[config.mk]
export PLATFORM = sky130hd
export DESIGN_NAME = ppw_capture
export DESIGN_NICKNAME = d
export VERILOG_FILES = /design/src/ppw_pkg.sv /design/src/ppw_capture.sv
export SDC_FILE = /design/constraint.sdc
export NUM_CORES = 1
export LEC_CHECK = 0
export BUFFER_PORTS_ARGS = -buffer_cell sky130_fd_sc_hd__buf_4
export CORE_MARGIN = 2
export CORE_UTILIZATION = 48
export CTS_CLUSTER_DIAMETER = 100
export DETAILED_ROUTE_END_ITERATION = 8
export PLACE_DENSITY = 0.8
export SYNTH_ARGS = -nofsm -noshare
export SYNTH_HDL_FRONTEND = slang
export SYNTH_SLANG_ARGS = --single-unit
[constraint.sdc]
create_clock -name clk_sys -period 2.15 [get_ports clk_sys]
set_input_delay 0.215 -clock clk_sys [delete_from_list [all_inputs] [get_ports clk_sys]]
set_output_delay 0.215 -clock clk_sys [all_outputs]
set_load 0.005 [all_outputs]
[src/ppw_pkg.sv]
package ppw_pkg;
	// ******************************
	// widths and constants
	// ******************************
	localparam int CNT_W = 16;
	localparam logic [15:0] CNT_ZERO = 16'h0000;
	localparam logic [15:0] CNT_ONE = 16'h0001;
	localparam logic [15:0] CNT_MAX = 16'hffff;
	localparam logic [1:0] SRC_F1 = 2'h0;
	localparam logic [1:0] SRC_F8 = 2'h1;
	localparam logic [1:0] SRC_F32 = 2'h2;
	localparam logic [1:0] SRC_FC32 = 2'h3;
	localparam logic [4:0] DIV_1 = 5'h00;
	localparam logic [4:0] DIV_8 = 5'h07;
	localparam logic [4:0] DIV_32 = 5'h1f;

	// measurement selection
	typedef enum logic [1:0] {
		PPW_PER_FALL,
		PPW_PER_RISE,
		PPW_WIDTH,
		PPW_RSVD
	} ppw_meas_t;

	// status bundle seen by software
	typedef struct packed {
		logic [15:0] result;
		logic ovf_flag;
		logic irq_req;
	} ppw_stat_t;
endpackage

[src/ppw_capture.sv]
`timescale 1ns/1ps
// What this block does
// counts up; on effective edge latches count into reload, restarts from zero
// counts only while count start flag is one
// effective edge while counting raises interrupt request
// first effective edge after start gives no interrupt, only reference
// overflow raises interrupt and sets overflow flag same cycle
// overflow flag clears only on mode write while start flag is one
// timer read returns latched reload value, not live count
// result not a valid measurement before second effective edge; reload cleared to zero at reset
// timer register writes are ignored in this mode
// interrupt bit clears on acceptance or software write
// falling period mode measures falling edge to falling edge
// width mode captures on both edges, alternating high/low
// measured input is synchronised and edge detected first
module ppw_capture (
	input wire logic clk_sys,
	input wire logic sys_rst,
	input wire logic count_start,
	input wire logic [1:0] count_src,
	input wire ppw_pkg::ppw_meas_t meas_sel,
	input wire logic fc32_tick,
	input wire logic measure_pulse_input,
	input wire logic mode_wr,
	input wire logic timer_wr,
	input wire logic [15:0] timer_wdata,
	input wire logic irq_ack,
	input wire logic irq_clr_wr,
	output ppw_pkg::ppw_stat_t stat
);
	// ******************************
	// input synchroniser
	// ******************************
	logic sync1_ff, sync2_ff, prev_ff;
	logic nxt_sync1, nxt_sync2, nxt_prev;
	logic rise, fall, eff_edge;

	// two-stage sync then edge detect
	always_comb begin
		nxt_sync1 = measure_pulse_input;
		nxt_sync2 = sync1_ff;
		nxt_prev = sync2_ff;
	end

	always_ff @(posedge clk_sys) begin
		if (sys_rst) begin
			// reset to the pin's idle high level, else a false rise follows reset
			sync1_ff <= 1'b1;
			sync2_ff <= 1'b1;
			prev_ff <= 1'b1;
		end else begin
			sync1_ff <= nxt_sync1;
			sync2_ff <= nxt_sync2;
			prev_ff <= nxt_prev;
		end
	end

	assign rise = sync2_ff & ~prev_ff;
	assign fall = ~sync2_ff & prev_ff;

	// effective edge select
	always_comb begin
		case (meas_sel)
			// falling to falling
			ppw_pkg::PPW_PER_FALL: eff_edge = fall;
			ppw_pkg::PPW_PER_RISE: eff_edge = rise;
			// both polarities
			ppw_pkg::PPW_WIDTH: eff_edge = rise | fall;
			default: eff_edge = 1'b0;
		endcase
	end

	// ******************************
	// prescaler
	// ******************************
	logic [4:0] pre_ff, nxt_pre, pre_top;
	logic tick;

	always_comb begin
		case (count_src)
			ppw_pkg::SRC_F1: pre_top = ppw_pkg::DIV_1;
			ppw_pkg::SRC_F8: pre_top = ppw_pkg::DIV_8;
			ppw_pkg::SRC_F32: pre_top = ppw_pkg::DIV_32;
			default: pre_top = ppw_pkg::DIV_1;
		endcase
		if (count_src == ppw_pkg::SRC_FC32) begin
			tick = count_start & fc32_tick;
		end else begin
			tick = count_start & (pre_ff == pre_top);
		end
		if (!count_start || pre_ff >= pre_top) begin
			nxt_pre = 5'h00;
		end else begin
			nxt_pre = pre_ff + 5'h01;
		end
	end

	always_ff @(posedge clk_sys) begin
		if (sys_rst) begin
			pre_ff <= 5'h00;
		end else begin
			pre_ff <= nxt_pre;
		end
	end

	// ******************************
	// counter, reload and flags
	// ******************************
	logic [15:0] cnt_ff, nxt_cnt, reload_ff, nxt_reload;
	logic armed_ff, nxt_armed, ovf_ff, nxt_ovf, irq_ff, nxt_irq;
	logic ovf_evt, edge_evt, unused_wr;

	// writes to timer register discarded
	assign unused_wr = timer_wr ^ (|timer_wdata);

	always_comb begin
		nxt_cnt = cnt_ff;
		// reload holds; cleared at reset so the read is never unknown
		nxt_reload = reload_ff;
		nxt_armed = armed_ff;
		nxt_ovf = ovf_ff;
		nxt_irq = irq_ff;
		edge_evt = count_start & eff_edge;
		// wrap of the up counter
		ovf_evt = tick & ~edge_evt & (cnt_ff == ppw_pkg::CNT_MAX);
		// halt clears arming so next start needs a reference edge
		if (!count_start) begin
			nxt_armed = 1'b0;
		end
		// latch and restart on edge
		if (edge_evt) begin
			nxt_reload = cnt_ff;
			nxt_cnt = ppw_pkg::CNT_ZERO;
			nxt_armed = 1'b1;
		end else if (tick) begin
			nxt_cnt = cnt_ff + ppw_pkg::CNT_ONE;
		end
		// clear on mode write only while running
		if (mode_wr && count_start) begin
			nxt_ovf = 1'b0;
		end
		if (ovf_evt) begin
			nxt_ovf = 1'b1;
		end
		// ack or software clear, set wins
		if (irq_ack || irq_clr_wr) begin
			nxt_irq = 1'b0;
		end
		// edge irq only once armed
		if ((edge_evt && armed_ff) || ovf_evt) begin
			nxt_irq = 1'b1;
		end
	end

	always_ff @(posedge clk_sys) begin
		if (sys_rst) begin
			cnt_ff <= ppw_pkg::CNT_ZERO;
			armed_ff <= 1'b0;
			ovf_ff <= 1'b0;
			irq_ff <= 1'b0;
			reload_ff <= ppw_pkg::CNT_ZERO;
		end else begin
			cnt_ff <= nxt_cnt;
			armed_ff <= nxt_armed;
			ovf_ff <= nxt_ovf;
			irq_ff <= nxt_irq;
			reload_ff <= nxt_reload;
		end
	end

	// read path shows reload register, never the live count
	// one assignment keeps the status bundle single-driven
	assign stat = {reload_ff, ovf_ff, irq_ff};

	// ******************************
	// assertions
	// ******************************
	capture_value_a: assert property (@(posedge clk_sys) disable iff (sys_rst)
		(count_start && eff_edge) |=> (reload_ff == $past(cnt_ff) && cnt_ff == 16'h0000))
		else $error("capture did not latch and restart");
	halt_hold_a: assert property (@(posedge clk_sys) disable iff (sys_rst)
		(!count_start) |=> (cnt_ff == $past(cnt_ff)))
		else $error("counter moved while halted");
	edge_irq_a: assert property (@(posedge clk_sys) disable iff (sys_rst)
		(count_start && eff_edge && armed_ff) |=> irq_ff)
		else $error("edge irq missing");
	first_edge_a: assert property (@(posedge clk_sys) disable iff (sys_rst)
		(count_start && eff_edge && !armed_ff && !irq_ff && !ovf_evt) |=> !irq_ff)
		else $error("first edge raised irq");
	ovf_set_a: assert property (@(posedge clk_sys) disable iff (sys_rst)
		ovf_evt |=> (ovf_ff && irq_ff && cnt_ff == 16'h0000))
		else $error("overflow not flagged");
	ovf_clear_a: assert property (@(posedge clk_sys) disable iff (sys_rst)
		(ovf_ff && !(mode_wr && count_start)) |=> ovf_ff)
		else $error("overflow flag cleared wrongly");
	read_path_a: assert property (@(posedge clk_sys) disable iff (sys_rst)
		edge_evt |=> (stat.result == $past(cnt_ff)))
		else $error("read path not showing captured count");
	write_ignore_a: assert property (@(posedge clk_sys) disable iff (sys_rst)
		(timer_wr && !edge_evt) |=> (reload_ff == $past(reload_ff)))
		else $error("timer write changed the result");
	armed_clear_a: assert property (@(posedge clk_sys) disable iff (sys_rst)
		(!count_start) |=> !armed_ff)
		else $error("reference kept across a stop");
	ovf_clr_a: assert property (@(posedge clk_sys) disable iff (sys_rst)
		(mode_wr && count_start && !ovf_evt) |=> !ovf_ff)
		else $error("overflow flag not cleared by mode write");
	irq_clear_a: assert property (@(posedge clk_sys) disable iff (sys_rst)
		(irq_ack && !edge_evt && !ovf_evt) |=> !irq_ff)
		else $error("irq not cleared on ack");
	width_edge_a: assert property (@(posedge clk_sys) disable iff (sys_rst)
		(meas_sel == ppw_pkg::PPW_WIDTH && count_start && rise) |=> cnt_ff == 16'h0000)
		else $error("width mode missed rising edge");

	// ******************************
	// cover points
	// ******************************
	cap_cov_c: cover property (@(posedge clk_sys) edge_evt && armed_ff);
	width_cov_c: cover property (@(posedge clk_sys) meas_sel == ppw_pkg::PPW_WIDTH && edge_evt);
	clr_cov_c: cover property (@(posedge clk_sys) ovf_ff && mode_wr && count_start);
	ovf_cov_c: cover property (@(posedge clk_sys) ovf_evt);
	ack_cov_c: cover property (@(posedge clk_sys) irq_ff ##1 irq_ack);
endmodule

==> impl_metrics.py <==
metrics = {
    "place": {
        "place.port_buffers": 29,
        "pre_cts_slack_ns": -0.260,
        "dp_hpwl_mm": 3.07,
        "placed_area_sq_um": 2340,
        "place.gp.congestion": 0.779,
    },
    "sta": {
        "hold_viol": 0,
        "slew_viol_final": 0,
        "fmax_mhz": 480,
        "hold_slack_ns": 0.0951,
        "min_period_ns": 2.08,
        "finClkSkew_ns": 0.00817,
        "setup_slack_ns": 0.0662,
        "tns_ns": 0,
        "setup_violations": 0,
        "slew_headroom_pct": 58.0,
        "final.period_utilization_pct": 96.9,
        "worstMarginPinSlew_ns": 0.630,
    },
    "floorplanning": {
        "die_h_um": 69.0,
        "placementRows": 23,
        "core_sq_um": 4030,
        "die-area_sq_um": 4760,
        "fp.dieW_um": 69.0,
        "ios": 47,
        "start_util_pct": 50.4,
    },
    "detailed_routing": {
        "firstDrtPassIters": 4,
        "drc": 0,
        "routed_via_density": 5.80,
        "routed_wl_mm": 4.38,
        "routedWlPerCell_um": 13.6,
        "detail-route-antenna-nets": 0,
        "drt_iter0_drc": 172,
        "vias": 1867,
    },
    "global_routing": {
        "grt_max_degree": 25,
        "grt_first_pass_wirelength_mm": 7.29,
        "antenna_found_initial": 0,
        "groute.usage.overall_pct": 18.4,
        "grt-ovfl-total": 0,
        "grt_pass1_vias": 1643,
    },
    "logic_synthesis": {
        "yosysUniqueCellTypes": 39,
        "synth_area_sq_um": 2030,
        "ys_ff_latch": 43,
        "ys_warn_count": 0,
        "netlist_instances": 235,
        "async_flop_share_pct": 0,
        "synth_fp_nets": 275,
        "ys_seq_area_share_pct": 42.4,
        "synth_edf_count": 0,
        "ys.flop_type": "dfxtp_1",
        "avgSynthCellArea_sq_um": 8.64,
    },
    "power": {
        "combPwrFrac_pct": 7.5,
        "p_seq_share_pct": 55.7,
        "switchingPower_uw": 365,
        "clkPwrFrac_pct": 36.8,
        "pwr_density_cell_nw_per_um2": 588,
        "p_leak_uw": 0.000936,
        "swShare_pct": 25.2,
        "peakVddDrop_uv": 257,
        "p_int_uw": 1080,
    },
    "clock_network": {
        "cts_max_path_buffers": 2,
        "cts_root_buf": "clkbuf_8",
        "cts_max_level": 2,
        "clock_sinks": 43,
        "clk_pin_slew_ns": 0.09,
        "numCtsBuffers": 5,
        "worstSkewPairLatency_ns": 0.31,
        "holdBufCountCts": 0,
        "cts_tree": "done",
    },
    "critical_path": {
        "critPathRequiredTime_ns": 2.38,
        "critPathCaptureType": "register",
        "critPathKind": "reg -> reg",
        "path_max_fanout": 5,
        "cp.arrival_ns": 2.31,
        "cp-start-kind": "register",
    },
    "worst_hold_path": {
        "hp-class": "in -> reg",
    },
    "run_status": {
        "status": "completed",
    },
    "cells_and_area": {
        "syn2layout_area_growth_pct": 21.3,
        "final_common_cell": "buf_4",
        "most-common-layout-cells": "buf_4 (44), dfxtp_1 (42), a21oi_1 (29), nand3_1 (25), o21ai_1 (13)",
        "fin_area_sq_um": 2460,
        "drive_gt1_share_pct": 22.4,
        "nNetsFinal": 311,
        "diodes": 0,
    },
    "flow_run": {
        "max_cap_viol_count": 0,
    },
}
## repair_timing
item	in CTS	in global routing
endpoints found under the setup margin	1	3
resized for setup	0	3
buffers inserted	0	2
pin swaps	1	2
## worst max-delay path, cell delays in order, from the launching register on
cell and delay (ns):
dfxtp_1 0.36, ha_1 0.33, nand4_1 0.16, o41a_1 0.43, or4_4 0.53, a211oi_2 0.21
## worst paths after layout
path | end | slack (ns) | cells past startpoint | from
setup / recovery | irq_ff | 0.07 | 5 | pre_ff[2]
hold / removal | nxt_sync2 | 0.1 | 2 | measure_pulse_input
setup reg to reg | irq_ff | 0.07 | 5 | pre_ff[2]
hold reg to reg | nxt_prev | 0.42 | 1 | nxt_sync2
## final cells by class
| class | count | area (sq um) |
|---|---|---|
| fill | 367 | 1570 |
| multi-input combinational | 165 | 1070 |
| sequential | 43 | 862 |
| timing repair buffer | 44 | 330 |
| clock buffer | 5 | 68.8 |
| tap | 50 | 62.6 |
| inverter | 12 | 45.0 |
| clock inverter | 3 | 23.8 |
## logic make-up after synthesis
group                      synth area share [%]
and+or+nand+nor                            21.9
AOI/OAI and AO/OA                          20.5
DFF                                        42.4
buffers and inverters                      5.73
adders and majority gates                  6.78
xor gates and xnor gates                   2.16
muxes                                     0.493
## synthesized netlist by cell type (all sizes together), types with 4 or more instances
library cell,count,area share [%]
nand4,6,1.8
buf,8,2.2
nand3,25,6.2
ha,11,6.8
o21ai,22,5.4
inv,12,2.2
nor2,8,1.5
dfxtp,43,42
or4,9,3.5
clkbuf,7,1.3
o31ai,7,2.6
a21oi,30,7.4
or3,6,1.8
nand2,7,1.3
xor2,4,1.7
## routing by layer
layer  up-vias  part of all wire, %  track usage (%)
li1        931                    -                -
met1       889                   46             22.8
met2        39                   49             30.4
met3         8                  3.8             4.24
met4         0                  1.6             7.84
met5         -                    0                0
## flip-flops by register name (all words and copies together) (netlist names)
name,count
cnt_ff,16
nxt_sync2,1
reload_ff,16
armed_ff,1
ovf_ff,1
prev_ff,1
pre_ff,5
irq_ff,1
nxt_prev,1
## power by group through the flow
stage | Combinational (uW) | Sequential (uW) | Clock (uW)
after floorplan | 61.0 | 826 | 0
after global placement | 97.5 | 826 | 0
after CTS | 102 | 807 | 547
after global routing | 120 | 808 | 583
after detailed placement | 100 | 826 | 0
final | 108 | 807 | 533
## metrics by stage
stage | total power, uW | utilization, % | std cells
final | 1450 | 61.1 | 322
after global routing | 1510 | 61.1 | 322
after CTS | 1460 | 60.3 | 320
after detailed placement | 926 | 58.0 | 312
after global placement | 923 | 58.0 | 312
after floorplan | 887 | - | 235
Power figures use the tool's default switching activity.
